**config.mk**
```make
export PLATFORM = sky130hd
export DESIGN_NAME = tce_timer16
export DESIGN_NICKNAME = d
export VERILOG_FILES = /design/src/tce_pkg.sv /design/src/tce_timer16.sv
export SDC_FILE = /design/constraint.sdc
export NUM_CORES = 1
export LEC_CHECK = 0
export ABC_CLOCK_PERIOD_IN_PS = 4400
export BUFFER_PORTS_ARGS = -buffer_cell sky130_fd_sc_hd__buf_2
export CAP_MARGIN = 5
export CORE_MARGIN = 10
export CORE_UTILIZATION = 50
export CTS_CLUSTER_DIAMETER = 100
export DETAILED_ROUTE_END_ITERATION = 10
export PLACE_DENSITY = 0.78
export SLEW_MARGIN = 10
export SYNTH_ARGS = -nofsm -noshare
export SYNTH_HDL_FRONTEND = slang
export SYNTH_SLANG_ARGS = --single-unit
export TNS_END_PERCENT = 30
```
**constraint.sdc**
```tcl
create_clock -name ref_clk_in -period 4.4 [get_ports ref_clk_in]
set_input_delay 0.88 -clock ref_clk_in [delete_from_list [all_inputs] [get_ports ref_clk_in]]
set_output_delay 0.88 -clock ref_clk_in [all_outputs]
set_load 0.02 [all_outputs]
```
**src/tce_pkg.sv**
```systemverilog
// Constants for the cascaded 16-bit timer and event counter
package tce_pkg;
    localparam int ADDR_W = 4;
    localparam logic [3:0] ADDR_CTRL = 4'h0;
    localparam logic [3:0] ADDR_MODE = 4'h1;
    localparam logic [3:0] ADDR_MATCH_LO = 4'h2;
    localparam logic [3:0] ADDR_MATCH_HI = 4'h3;
    localparam logic [3:0] ADDR_STATUS = 4'h4;
    localparam logic [3:0] ADDR_MASK = 4'h5;
    localparam logic [3:0] ADDR_COUNT_LO = 4'h6;
    localparam logic [3:0] ADDR_COUNT_HI = 4'h7;
    // Control register fields
    localparam int CTRL_LOWER_RUN = 0;
    localparam int CTRL_UPPER_RUN = 1;
    localparam int CTRL_CASCADE = 2;
    // Mode register fields
    localparam int MODE_CLK_LSB = 0;
    localparam int MODE_EXT = 3;
    localparam int MODE_CM_LSB = 4;
    localparam int MODE_DBE = 6;
    // Status and mask fields
    localparam int ST_MATCH = 0;
    localparam int ST_WRAP = 1;
    localparam int ST_W = 2;
    // Reset values
    localparam logic [7:0] CTRL_RST = 8'h00;
    localparam logic [7:0] MODE_RST = 8'h00;
    localparam logic [15:0] MATCH_RST = 16'hFFFF;
    localparam logic [15:0] COUNT_RST = 16'h0000;
    localparam logic [1:0] STATUS_RST = 2'h0;
    // Prescaler widths in bits
    localparam int PRE_W = 11;
    localparam int LS_PRE_W = 4;
    // Divider exponent that marks a clock select code with no tick
    localparam logic [3:0] NO_TICK = 4'hF;
    typedef enum logic [1:0] {
        TCE_CM_TIMER0 = 2'b00,
        TCE_CM_TIMER1 = 2'b01,
        TCE_CM_PWM = 2'b10,
        TCE_CM_RSVD = 2'b11
    } tce_cm_t;
endpackage

```
**src/tce_timer16.sv**
```systemverilog
// Cascaded 16-bit interval timer and event counter with register port
`timescale 1ns/10ps
// Summary of operation
// - Buffer enable bit turns buffering off/on
// - Buffered running write lands in buffer and readback, not active
// - On match, raise interrupt, load buffered value
// - Stopped write updates buffer and active together
// - Unbuffered running write applies at once
// - Unbuffered equal value written matches immediately
// - Match readback returns last written value
// - Low byte first; high write commits both
// - Cascade bit chains channels; upper mode rules
// - Mode 00/01 counts; external bit selects events
// - Event mode counts pin falling edges
// - Match raises interrupt, clears counter, resumes
// - Clearing upper run stops and clears counter
// - Mode writes ignored while any run set
// - Clock select picks fixed divider per power mode
// - Interval mode counts selected internal ticks
// - Interval mode needs external bit clear
module tce_timer16
    import tce_pkg::*;
(
    input wire logic ref_clk_in,
    input wire logic sys_rst_in,
    input wire logic [ADDR_W-1:0] addr_in,
    input wire logic [7:0] wr_data_in,
    input wire logic wr_en_in,
    input wire logic rd_en_in,
    output logic [7:0] rd_data_out,
    input wire logic event_pin_in,
    input wire logic low_speed_clock_in,
    input wire logic slow_mode_in,
    output logic match_irq_out,
    output logic [15:0] count_out
);
    logic [7:0] ctrl_ff;
    logic [7:0] mode_ff;
    logic [7:0] match_low_byte_ff;
    logic [15:0] match_value_16_ff;
    logic [15:0] buffer_ff;
    logic [15:0] active_ff;
    logic [15:0] count_ff;
    logic [ST_W-1:0] status_ff;
    logic [ST_W-1:0] mask_ff;
    logic [7:0] rd_data_ff;
    logic [PRE_W-1:0] pre_ff;
    logic [LS_PRE_W-1:0] ls_pre_ff;
    logic [2:0] ev_sync_ff;
    logic [2:0] ls_sync_ff;
    logic [1:0] slow_sync_ff;

    // Divider exponent for each clock select code and power mode
    function automatic logic [3:0] div_exp(input logic [2:0] sel,
                                           input logic slow);
        logic [3:0] e;
        e = NO_TICK;
        if (!slow) begin
            case (sel)
                3'h0: e = 4'hB;
                3'h1: e = 4'hA;
                3'h2: e = 4'h8;
                3'h3: e = 4'h6;
                3'h4: e = 4'h4;
                3'h5: e = 4'h2;
                3'h6: e = 4'h1;
                default: e = 4'h0;
            endcase
        end else begin
            case (sel)
                3'h0: e = 4'h4;
                3'h1: e = 4'h3;
                3'h7: e = 4'h2;
                default: e = NO_TICK;
            endcase
        end
        return e;
    endfunction

    // True when the low e bits of a prescaler are all ones
    function automatic logic ones_low(input logic [PRE_W-1:0] v,
                                      input logic [3:0] e);
        logic [PRE_W-1:0] m;
        m = PRE_W'((12'h001 << e) - 12'h001);
        return (v & m) == m;
    endfunction

    wire slow_w = slow_sync_ff[1];
    wire ls_rise_w = ls_sync_ff[1] & ~ls_sync_ff[2];
    wire ev_fall_w = ~ev_sync_ff[1] & ev_sync_ff[2];
    wire [3:0] exp_w = div_exp(mode_ff[MODE_CLK_LSB +: 3], slow_w);
    wire upper_run_w = ctrl_ff[CTRL_UPPER_RUN];
    wire any_run_w = upper_run_w | ctrl_ff[CTRL_LOWER_RUN];
    wire buf_en_w = mode_ff[MODE_DBE];
    wire ext_sel_w = mode_ff[MODE_EXT];
    wire [1:0] cm_w = mode_ff[MODE_CM_LSB +: 2];
    // Only the upper channel's mode matters once chained
    wire cnt_mode_w = ctrl_ff[CTRL_CASCADE] &&
        (cm_w == TCE_CM_TIMER0 || cm_w == TCE_CM_TIMER1);
    wire active_run_w = upper_run_w & cnt_mode_w;
    // Internal tick from the system or low-speed divider
    wire int_tick_w = (exp_w != NO_TICK) && (slow_w ?
        ls_rise_w && ones_low(PRE_W'(ls_pre_ff), exp_w) :
        ones_low(pre_ff, exp_w));
    wire tick_w = ext_sel_w ? ev_fall_w : int_tick_w;
    // Compared every cycle so an equal write matches at once
    wire match_w = active_run_w && count_ff == active_ff;
    wire wrap_w = active_run_w && !match_w && tick_w &&
        count_ff == 16'hFFFF;

    wire wr_ctrl_w = wr_en_in && addr_in == ADDR_CTRL;
    wire wr_mode_w = wr_en_in && addr_in == ADDR_MODE && !any_run_w;
    wire wr_lo_w = wr_en_in && addr_in == ADDR_MATCH_LO;
    wire wr_hi_w = wr_en_in && addr_in == ADDR_MATCH_HI;
    wire wr_st_w = wr_en_in && addr_in == ADDR_STATUS;
    wire wr_mask_w = wr_en_in && addr_in == ADDR_MASK;
    wire [15:0] new_match_w = {wr_data_in, match_low_byte_ff};
    // Stopped or unbuffered commits go straight to the comparator
    wire direct_w = !upper_run_w || !buf_en_w;

    logic [15:0] nxt_count;
    logic [15:0] nxt_active;
    logic [ST_W-1:0] nxt_status;
    logic [7:0] nxt_rd_data;
    logic [ST_W-1:0] ev_set;

    assign ev_set = {wrap_w, match_w};

    always_comb begin
        nxt_count = count_ff;
        if (!upper_run_w) begin
            nxt_count = COUNT_RST;
        end else if (match_w) begin
            nxt_count = COUNT_RST;
        end else if (active_run_w && tick_w) begin
            nxt_count = 16'(count_ff + 16'h0001);
        end
    end

    always_comb begin
        nxt_active = active_ff;
        if (wr_hi_w && direct_w) begin
            nxt_active = new_match_w;
        end else if (match_w && buf_en_w) begin
            nxt_active = buffer_ff;
        end
    end

    // Hardware set wins over a write-one clear in the same cycle
    assign nxt_status = (status_ff & ~(wr_st_w ? wr_data_in[ST_W-1:0] :
        {ST_W{1'b0}})) | ev_set;

    always_comb begin
        nxt_rd_data = 8'h00;
        case (addr_in)
            ADDR_CTRL: nxt_rd_data = ctrl_ff;
            ADDR_MODE: nxt_rd_data = mode_ff;
            ADDR_MATCH_LO: nxt_rd_data = match_value_16_ff[7:0];
            ADDR_MATCH_HI: nxt_rd_data = match_value_16_ff[15:8];
            ADDR_STATUS: nxt_rd_data = 8'(status_ff);
            ADDR_MASK: nxt_rd_data = 8'(mask_ff);
            ADDR_COUNT_LO: nxt_rd_data = count_ff[7:0];
            ADDR_COUNT_HI: nxt_rd_data = count_ff[15:8];
            default: nxt_rd_data = 8'h00;
        endcase
        if (!rd_en_in) begin
            nxt_rd_data = 8'h00;
        end
    end

    // Pin and low-speed clock pass two flops before any use
    always_ff @(posedge ref_clk_in or posedge sys_rst_in) begin
        if (sys_rst_in) begin
            ev_sync_ff <= 3'h7;
            ls_sync_ff <= 3'h0;
            slow_sync_ff <= 2'h0;
        end else begin
            ev_sync_ff <= {ev_sync_ff[1:0], event_pin_in};
            ls_sync_ff <= {ls_sync_ff[1:0], low_speed_clock_in};
            slow_sync_ff <= {slow_sync_ff[0], slow_mode_in};
        end
    end

    always_ff @(posedge ref_clk_in or posedge sys_rst_in) begin
        if (sys_rst_in) begin
            pre_ff <= '0;
            ls_pre_ff <= '0;
        end else begin
            pre_ff <= PRE_W'(pre_ff + 1'b1);
            if (ls_rise_w) begin
                ls_pre_ff <= LS_PRE_W'(ls_pre_ff + 1'b1);
            end
        end
    end

    always_ff @(posedge ref_clk_in or posedge sys_rst_in) begin
        if (sys_rst_in) begin
            ctrl_ff <= CTRL_RST;
            mode_ff <= MODE_RST;
            mask_ff <= '0;
        end else begin
            if (wr_ctrl_w) begin
                ctrl_ff <= wr_data_in & 8'h07;
            end
            if (wr_mode_w) begin
                mode_ff <= wr_data_in & 8'h7F;
            end
            if (wr_mask_w) begin
                mask_ff <= wr_data_in[ST_W-1:0];
            end
        end
    end

    always_ff @(posedge ref_clk_in or posedge sys_rst_in) begin
        if (sys_rst_in) begin
            match_low_byte_ff <= MATCH_RST[7:0];
            match_value_16_ff <= MATCH_RST;
            buffer_ff <= MATCH_RST;
            active_ff <= MATCH_RST;
        end else begin
            if (wr_lo_w) begin
                match_low_byte_ff <= wr_data_in;
            end
            if (wr_hi_w) begin
                match_value_16_ff <= new_match_w;
                buffer_ff <= new_match_w;
            end
            active_ff <= nxt_active;
        end
    end

    always_ff @(posedge ref_clk_in or posedge sys_rst_in) begin
        if (sys_rst_in) begin
            count_ff <= COUNT_RST;
            status_ff <= STATUS_RST;
            rd_data_ff <= 8'h00;
        end else begin
            count_ff <= nxt_count;
            status_ff <= nxt_status;
            rd_data_ff <= nxt_rd_data;
        end
    end

    assign rd_data_out = rd_data_ff;
    assign count_out = count_ff;
    assign match_irq_out = |(status_ff & mask_ff);
endmodule // tce_timer16

```
==> summary.md, run 1 <==
| Metric | Value |
|---|---|
| Outcome | finished clean |
| Cts repair resizes | 0 |
| Most frequent cells in the layout | 58 x dfrtp_1, 47 x nand2_1, 43 x dfstp_2, 43 x buf_2, 36 x mux2_2 |
| Total wire length | 11.7 mm |
| Relative slew slack | 26.3% |
| DRC | 0 |
| ANT nets after route | 0 |
| CTS root buf | clkbuf_8 |
| Library cells used by synthesis | 58 |
| CTS Buf Count | 9 |
| Starting Density | 51.7% |
| Post-synth ARST share | 100% |
| Int Power | 1.55 mW |
| First-pass GRT wire length | 19.0 mm |
| Proportion of synthesized area in mux cells | 12.2% |
| Die width | 121 um |
| Synthesized netlist cell count | 467 |
| GRT Overall Usage | 16.2% |
| Vias in the first global route | 3666 |
| Buf/Inv on CP | 0 |
| CTS tree | yes |
| Final #Nets | 529 |
| Top_reg_cell synth | dfrtp_1 |
| Critical path endpoint category | flip-flop |
| Hold Vio Cnt, Final | 0 |
| Post-Syn Area per Cell | 10.9 um2 |
| Synth Area in Compound Gates | 12.5% |
| Max incr delay on CP | 0.79 ns |
| Synth top area cells | dfrtp_1 29%, dfstp_2 22%, mux2_2 8.0% |
| Cell Chain, Critical Path | and3b_1, nand2_1, ha_1, nor2_1, a2111oi_2, o21ai_1, a211oi_4, a21oi_2, a211oi_1, a21bo_2, a21oi_1 |
| Fmax | 0.286 GHz |
| TNS Setup | 0 ns |
| Commonest non-fill, non-tap cell in the layout | dfrtp_1 |
| Setup bufs post-CTS | 0 |
| Die area | 14600 um2 |
| XOR/XNOR share of the synthesized area | 6.90% |
| Placement row count | 36 |
| Chip height | 121 um |
| Clk_skew | 0.0187 ns |
| Post-synth EDFFs | 0 |
| GPL Wtd Cong | 0.922 |
| CP arrival | 3.70 ns |
| Seq/Total Area, Yosys | 50.9% |
| Adder-cell share of the synthesized area | 0.986% |
| Gr ovfl total | 0 |
| Clock power frac | 25.5% |
| Final setup viols | 0 |
| Placed cell count | 628 |
| Worst-path clk slew | 0.11 ns |
| Crit path kind | flip-flop to flip-flop |
| Hold Crit Class | flip-flop to flip-flop |
| Area Growth Syn to Fin | 10.1% |
| Logic pwr share | 16.8% |
| Final Cycle Share | 79.4% |
| DRT iter0 DRCs | 452 |
| Pin count of the biggest net entering global routing | 78 |
| Ys Warns | 0 |
| Minimum clock period | 3.49 ns |
| Seq cells post-synth | 101 |
| Largest delay share family, worst path | compound AO/OA/AOI/OAI gates |
| Leakage power | 2.44 nW |
| Antenna violations before repair | 2 |
| Post-Syn Area | 5070 um2 |
| Port bufs | 43 |
| Cell taking the most area after synthesis | dfrtp_1 |
| Post-route cell area | 5590 um2 |
| Final std cells w/o fill | 645 |
| Core Box Area | 9820 um2 |
| Syn nets | 490 |
| Worst setup margin | 0.908 ns |
| Synth Area in Simple Gates | 13.9% |
| CTS Sinks | 101 |
| Post-synth top area share | 28.6% |
| Fraction of layout cells with a size suffix above 1 | 30.3% |
| Worst slew pin tran | 1.10 ns |
| RSZ-0062 raised after global routing | no |
| Detailed-route via count | 3708 |
| IO Count | 44 |
| Power Total | 2.26 mW |
| Pre-CTS WS | 0.972 ns |
| CP max FO | 23 |
| Post-placement cell area | 5400 um2 |
| H-tree Lvls | 3 |
| P_sw | 0.712 mW |
| Data required, critical path | 4.61 ns |
| Max-Cap Viols | 0 |
| CTS hold repair buffers | 0 |
| Setup crit start kind | flip-flop |
| Post-DP HPWL | 8.50 mm |
| Largest family of logic cells by synthesized area | simple AND/OR/NAND/NOR gates |
| PwrDens | 405 nW/um2 |
| Later-pin clock latency in the skew report | 0.38 ns |
| Flop pwr share | 57.7% |
| Clk buf depth | 2 |
| Via-to-Cell Ratio | 5.75 |
| Max-slew violations | 0 |
| Worst path slowest cell | dfrtp_1 |
| DRT Pass-1 Iters | 7 |
| Switching share of power | 31.5% |
| Peak supply drop | 0.227 mV |
| Wire per inst | 18.2 um |
==> Yosys cell counts (2+ instances only) <==
master	count
nand2b_1	8
a31oi_1	7
mux2_2	36
buf_4	5
and2_1	2
dfstp_2	43
mux2i_1	19
o21ai_1	3
o21ai_0	22
nand2_1	47
a211oi_1	2
a22oi_1	11
inv_1	8
clkbuf_1	12
or3_1	6
nor2_1	33
nor4_1	5
nand3b_1	4
a22o_1	2
dfrtp_1	58
and3_1	6
nand3_1	14
a2111o_1	2
a222oi_1	5
xnor2_1	19
ha_1	4
a21oi_1	21
nor2b_1	3
nand4_1	3
xor2_1	21
nor3_1	8
a21o_1	2
==> logic make-up after synthesis <==
kind of cell / count (synthesis)
and+or+nand+nor: 146
DFF: 101
AOI/OAI and AO/OA: 92
muxes: 56
xor gates and xnor gates: 40
buffers and inverters: 28
adders and majority gates: 4
==> per-layer routing <==
layer / vias up / GRT usage [%] / share of wire, %
met3: 20 / 3.82 / 5.7
li1: 1745 / - / -
met5: - / 0 / 0.094
met4: 2 / 6.86 / 2.2
met1: 1821 / 21.0 / 45
met2: 120 / 25.4 / 47
==> layout make-up <==
type / instances / area [um2]
fillers: 856 / 4230
flip-flops and latches: 101 / 2580
multi-input cells: 338 / 2360
repair buffers: 48 / 253
well taps: 133 / 166
clock buffers: 9 / 124
clock inverters: 7 / 63.8
inverters: 8 / 32.5
diodes: 1 / 2.50
==> stage by stage <==
stage	util (%)	hold slack (ns)
4_1_cts	56.9	0.361
3_3_place_gp	55.0	0.336
3_5_place_dp	55.0	0.335
2_1_floorplan	-	0.331
6_report	56.9	0.360
5_1_grt	56.9	0.367
==> final timing paths <==
kind	startpoint	to	slack [ns]	cells after the start
setup / recovery	mode_ff[1]$_DFFE_PP0P_	count_out[12]$_DFFE_PP0P_	0.91	11
hold / removal	ls_sync_ff[0]$_DFF_PP0_	ls_sync_ff[1]$_DFF_PP0_	0.36	0
setup reg to reg	mode_ff[1]$_DFFE_PP0P_	count_out[12]$_DFFE_PP0P_	0.91	11
hold reg to reg	ls_sync_ff[0]$_DFF_PP0_	ls_sync_ff[1]$_DFF_PP0_	0.36	0
max in group asynchronous	sys_rst_in	rd_data_out[3]$_DFF_PP0_	2.85	3
min in group asynchronous	sys_rst_in	ls_sync_ff[0]$_DFF_PP0_	0.67	2
==> power by group through the flow <==
stage	Clock, mW	Combinational [mW]	Sequential, mW
2_1_floorplan	0	0.343	1.24
3_3_place_gp	0	0.361	1.31
3_5_place_dp	0	0.379	1.32
4_1_cts	0.586	0.382	1.30
5_1_grt	0.621	0.421	1.33
6_report	0.576	0.380	1.30
==> sequential cells by signal, indices dropped and copies added (netlist names) <==
signal             count
pre_ff                11
rd_data_out            8
active_ff             16
buffer_ff             16
count_out             16
ls_sync_ff             3
status_ff              2
mask_ff                2
ls_pre_ff              4
match_low_byte_ff      8
mode_ff                7
slow_sync_ff           2
ev_sync_ff             3
ctrl_ff                3
Note: power is estimated with default switching activity, not from simulation.
==> inputs of run 2 (changes only) <==
ABC_CLOCK_PERIOD_IN_PS = 3550   (was 4400)
clock period = 3.55 ns   (was 4.4 ns; I/O delays follow)
==> run 2 against run 1 <==
  * Clock skew increased by 0.0098 ns
  * Clock power increased by 31%
  * Routed wire length increased by 1.6%
  * Critical endpoint is now count_out[15]$_DFFE_PP0P_
  * Highest routed layer unchanged
==> summary.md, run 2 (synthesis gave the netlist of run 1 again) <==
| Metric | Value |
|---|---|
| PwrDens | 508 nW/um2 |
| Clk buf depth | 2 |
| Cts repair resizes | 0 |
| CP max FO | 18 |
| Setup bufs post-CTS | 0 |
| Worst-path clk slew | 0.11 ns |
| Pre-CTS WS | 0.574 ns |
| Max-Cap Viols | 0 |
| CTS tree | yes |
| Leakage power | 2.48 nW |
| Later-pin clock latency in the skew report | 0.40 ns |
| Hold slack | 0.361 ns |
| GPL Wtd Cong | 0.958 |
| Detailed-route via count | 3835 |
| Final setup viols | 0 |
| CTS root buf | clkbuf_8 |
| Starting Density | 51.7% |
| Commonest non-fill, non-tap cell in the layout | dfrtp_1 |
| R2R setup slack | 0.52 ns |
| Gr ovfl total | 0 |
| CTS Buf Count | 9 |
| Hold Crit Class | flip-flop to flip-flop |
| Core Box Area | 9820 um2 |
| Final std cells w/o fill | 650 |
| Placement row count | 36 |
| Max-slew violations | 0 |
| Post-route cell area | 5650 um2 |
| Hold Vio Cnt, Final | 0 |
| Minimum clock period | 3.03 ns |
| Placed cell count | 634 |
| Antenna violations before repair | 1 |
| Outcome | finished clean |
| Final Cycle Share | 85.3% |
| Worst slew pin tran | 0.898 ns |
| TNS Setup | 0 ns |
| Vias in the first global route | 3842 |
| GRT Overall Usage | 16.9% |
| Worst setup margin | 0.522 ns |
| Most frequent cells in the layout | 58 x dfrtp_1, 47 x nand2_1, 43 x dfstp_2, 43 x buf_2, 36 x mux2_2 |
| DRC | 0 |
| H-tree Lvls | 3 |
| Via-to-Cell Ratio | 5.90 |
| Port bufs | 43 |
| Antenna diodes | 0 |
| Fmax | 0.330 GHz |
| Die width | 121 um |
| CP arrival | 3.35 ns |
| Wire per inst | 18.3 um |
| Die area | 14600 um2 |
| Peak supply drop | 0.273 mV |
| Post-DP HPWL | 8.67 mm |
| DRT Pass-1 Iters | 5 |
| Area Growth Syn to Fin | 11.3% |
| Critical path endpoint category | flip-flop |
| DRT iter0 DRCs | 336 |
| Relative slew slack | 40.0% |
| Fillers | 836 |
| IO Count | 44 |
| CTS hold repair buffers | 0 |
| Clk_skew | 0.0285 ns |
| Setup crit start kind | flip-flop |
| Total wire length | 11.9 mm |
| Post-placement cell area | 5440 um2 |
| First-pass GRT wire length | 20.0 mm |
| Pin count of the biggest net entering global routing | 70 |
| Final #Nets | 535 |
| Crit path kind | flip-flop to flip-flop |
| RSZ-0062 raised after global routing | no |
| Data required, critical path | 3.87 ns |
| ANT nets after route | 0 |
| Chip height | 121 um |
| Fraction of layout cells with a size suffix above 1 | 31.1% |
| CTS Sinks | 101 |
-- run 2: routing by layer --
| metal | vias up | GRT usage (%) | part of all wire, % |
|---|---|---|---|
| met5 | - | 0 | 0.084 |
| li1 | 1762 | - | - |
| met4 | 2 | 7.39 | 2.7 |
| met1 | 1892 | 21.9 | 44 |
| met2 | 150 | 26.9 | 47 |
| met3 | 29 | 3.16 | 6.3 |
-- run 2: critical path, stage by stage (launching register included) --
cell and delay [ns]:
dfrtp_1 0.70, nand2b_1 0.19, ha_1 0.27, nor3_1 0.11, a31oi_1 0.21, nand4_1 0.12
and4b_1 0.35, o211ai_4 0.16, and2_4 0.21, or4_1 0.50, a21oi_1 0.14
-- run 2: where the power goes --
part	total [mW]	leakage [nW]	switching [mW]	internal (mW)
clock network	0.757	0.106	0.468	0.289
logic	0.516	1.17	0.272	0.244
registers	1.60	1.21	0.181	1.41
-- run 2: layout make-up --
class | count | area, um2 | area share, %
Clock buffer | 9 | 124 | 2.19
Multi-Input combinational cell | 338 | 2360 | 41.9
Sequential cell | 101 | 2580 | 45.7
Inverter | 8 | 32.5 | 0.576
Timing Repair Buffer | 54 | 298 | 5.27
Tap cell | 133 | 166 | 2.95
Clock inverter | 7 | 83.8 | 1.48
-- run 2: final timing paths --
path	cells after the start	endpoint	startpoint
min in group asynchronous	2	mode_ff[6]$_DFFE_PP0P_	sys_rst_in
setup reg to reg	10	count_out[15]$_DFFE_PP0P_	mode_ff[0]$_DFFE_PP0P_
hold reg to reg	0	ls_sync_ff[1]$_DFF_PP0_	ls_sync_ff[0]$_DFF_PP0_
hold / removal	0	ls_sync_ff[1]$_DFF_PP0_	ls_sync_ff[0]$_DFF_PP0_
max in group asynchronous	3	match_low_byte_ff[0]$_DFFE_PP1P_	sys_rst_in
setup / recovery	10	count_out[15]$_DFFE_PP0P_	mode_ff[0]$_DFFE_PP0P_
-- run 2: per-stage QoR --
stage / util, % / total power [mW]
final: 57.5 / 2.87
after global routing: 57.5 / 3.01
after CTS: 57.5 / 2.88
after detailed placement: 55.4 / 2.12
after global placement: 55.4 / 2.08
after floorplan: - / 1.96
==> inputs of run 3 (changes only) <==
ABC_CLOCK_PERIOD_IN_PS = 3400   (was 3550)
PLACE_DENSITY = 0.76   (was 0.78)
clock period = 3.4 ns   (was 3.55 ns; I/O delays follow)
==> run 3 against run 2 <==
  * Clock power hardly changed
  * Non-clock buffer count is the same
  * Combinational power increased by 5.6%
  * Worst hold slack barely moved
  * Global-route usage decreased by 0.093 points
==> summary.md, run 3 (synthesis gave the netlist of run 1 again) <==
| Metric | Value |
|---|---|
| Fraction of layout cells with a size suffix above 1 | 30.9% |
| R2r endpoint | count_out[12]$_DFFE_PP0P_ |
| Peak supply drop | 0.347 mV |
| Relative slew slack | 27.4% |
| Setup crit start kind | flip-flop |
| Hold Vio Cnt, Final | 0 |
| CTS Buf Count | 9 |
| R2R depth | 11 |
| DRC | 0 |
| Post-route cell area | 5640 um2 |
| Area Growth Syn to Fin | 11.2% |
| ANT nets after route | 0 |
| DRT iter0 DRCs | 363 |
| CP max FO | 10 |
| IO Count | 44 |
| Worst setup margin | 0.431 ns |
| Max-slew violations | 0 |
| Fillers | 898 |
| PwrDens | 524 nW/um2 |
| Cts repair resizes | 0 |
| Chip height | 121 um |
| Clk buf depth | 2 |
| DRT Pass-1 Iters | 5 |
| First-pass GRT wire length | 19.5 mm |
| Via-to-Cell Ratio | 5.74 |
| CTS hold repair buffers | 0 |
| Die width | 121 um |
| Core Box Area | 9820 um2 |
| Final Cycle Share | 87.3% |
| Final #Nets | 535 |
| CTS Sinks | 101 |
| Cell Chain, Critical Path | and3b_1, nand2_1, ha_1, nor2_1, a2111oi_2, o21ai_1, a211oi_4, a21oi_2, a211oi_1, a21bo_2, a21oi_1 |
| Crit path kind | flip-flop to flip-flop |
| Data required, critical path | 3.67 ns |
| Power Total | 2.96 mW |
| Critical path origin | slow_sync_ff[1]$_DFF_PP0_ |
| TNS Setup | 0 ns |
| Critical Path End | count_out[12]$_DFFE_PP0P_ |
| Later-pin clock latency in the skew report | 0.39 ns |
| Wire per inst | 18.2 um |
| Gr ovfl total | 0 |
| Die area | 14600 um2 |
| R2R setup slack | 0.43 ns |
| GPL Wtd Cong | 0.959 |
| H-tree Lvls | 3 |
| CTS tree | yes |
| Clk_skew | 0.0135 ns |
| Max incr delay on CP | 0.56 ns |
| Most frequent cells in the layout | 58 x dfrtp_1, 47 x nand2_1, 43 x dfstp_2, 43 x buf_2, 36 x mux2_2 |
| WP depth | 11 |
| Port bufs | 43 |
| CTS root buf | clkbuf_8 |
| Fmax | 0.337 GHz |
| Hold slack | 0.360 ns |
| Placement row count | 36 |
| Reg-to-Reg Start | slow_sync_ff[1]$_DFF_PP0_ |
| Minimum clock period | 2.97 ns |
| Worst-path clk slew | 0.10 ns |
| Post-DP HPWL | 8.70 mm |
| Commonest non-fill, non-tap cell in the layout | dfrtp_1 |
| Vias in the first global route | 3683 |
| Detailed-route via count | 3735 |
| Buf/Inv on CP | 0 |
| Pre-CTS WS | 0.491 ns |
| CP arrival | 3.24 ns |
| Antenna violations before repair | 1 |
| Total wire length | 11.8 mm |
| Pin count of the biggest net entering global routing | 92 |
| Max-Cap Viols | 0 |
| Critical path endpoint category | flip-flop |
| Worst slew pin tran | 1.09 ns |
| Starting Density | 51.7% |
| RSZ-0062 raised after global routing | no |
| GRT Overall Usage | 16.8% |
| Leakage power | 2.48 nW |
| Setup bufs post-CTS | 0 |
| Outcome | finished clean |
| Largest delay share family, worst path | compound AO/OA/AOI/OAI gates |
| Worst path slowest cell | a211oi_1 |
| Hold Crit Class | flip-flop to flip-flop |
| Final setup viols | 0 |
| Post-placement cell area | 5440 um2 |
==> run 3: changes by cell type in the layout (fill, tap and decap cells not counted) <==
cell | before | now
clkbuf_1 | 0 | 1
clkbuf_16 | 0 | 1
clkinv_4 | 1 | 2
clkinv_8 | 1 | 0
diode_2 | 0 | 1
inv_12 | 1 | 0
inv_6 | 1 | 2
inv_8 | 3 | 1
==> run 3: cell type report <==
type / count / area [um2] / area share, %
sequential: 101 / 2580 / 45.7
multi-input combinational: 338 / 2360 / 41.9
timing repair buffer: 54 / 298 / 5.28
tap: 133 / 166 / 2.95
clock buffer: 11 / 153 / 2.70
clock inverter: 5 / 46.3 / 0.820
inverter: 8 / 32.5 / 0.576
antenna: 1 / 2.50 / 0.0443
==> run 3: worst min-delay path by stage <==
stage | start | to | depth (start not counted)
3_5_place_dp | ev_sync_ff[0]$_DFF_PP1_ | ev_sync_ff[1]$_DFF_PP1_ | 0
3_3_place_gp | ls_sync_ff[0]$_DFF_PP0_ | ls_sync_ff[1]$_DFF_PP0_ | 0
5_1_grt | event_pin_in | ev_sync_ff[0]$_DFF_PP1_ | 1
6_report | ev_sync_ff[0]$_DFF_PP1_ | ev_sync_ff[1]$_DFF_PP1_ | 0
4_1_cts | ev_sync_ff[0]$_DFF_PP1_ | ev_sync_ff[1]$_DFF_PP1_ | 0
2_1_floorplan | ls_sync_ff[0]$_DFF_PP0_ | ls_sync_ff[1]$_DFF_PP0_ | 0
==> run 3: stage by stage <==
step | utilization, % | std cells
floorplan | - | 467
global placement | 55.4 | 634
detailed placement | 55.4 | 634
CTS | 57.5 | 650
global route | 57.5 | 650
finish | 57.5 | 651
==> run 3: power by group <==
part           leakage [nW]  switching (mW)  internal (mW)
Sequential             1.21           0.173           1.48
Combinational          1.17           0.288          0.257
Clock                 0.102           0.437          0.324
Total                  2.48           0.898           2.06
==> run 3: per-layer routing <==
layer,vias to the layer above,wire (um),global-route usage (%)
met5,-,0,0
met1,1846,5230,21.6
met2,105,5590,26.2
li1,1766,-,-
met4,0,195,5.73
met3,18,828,5.21
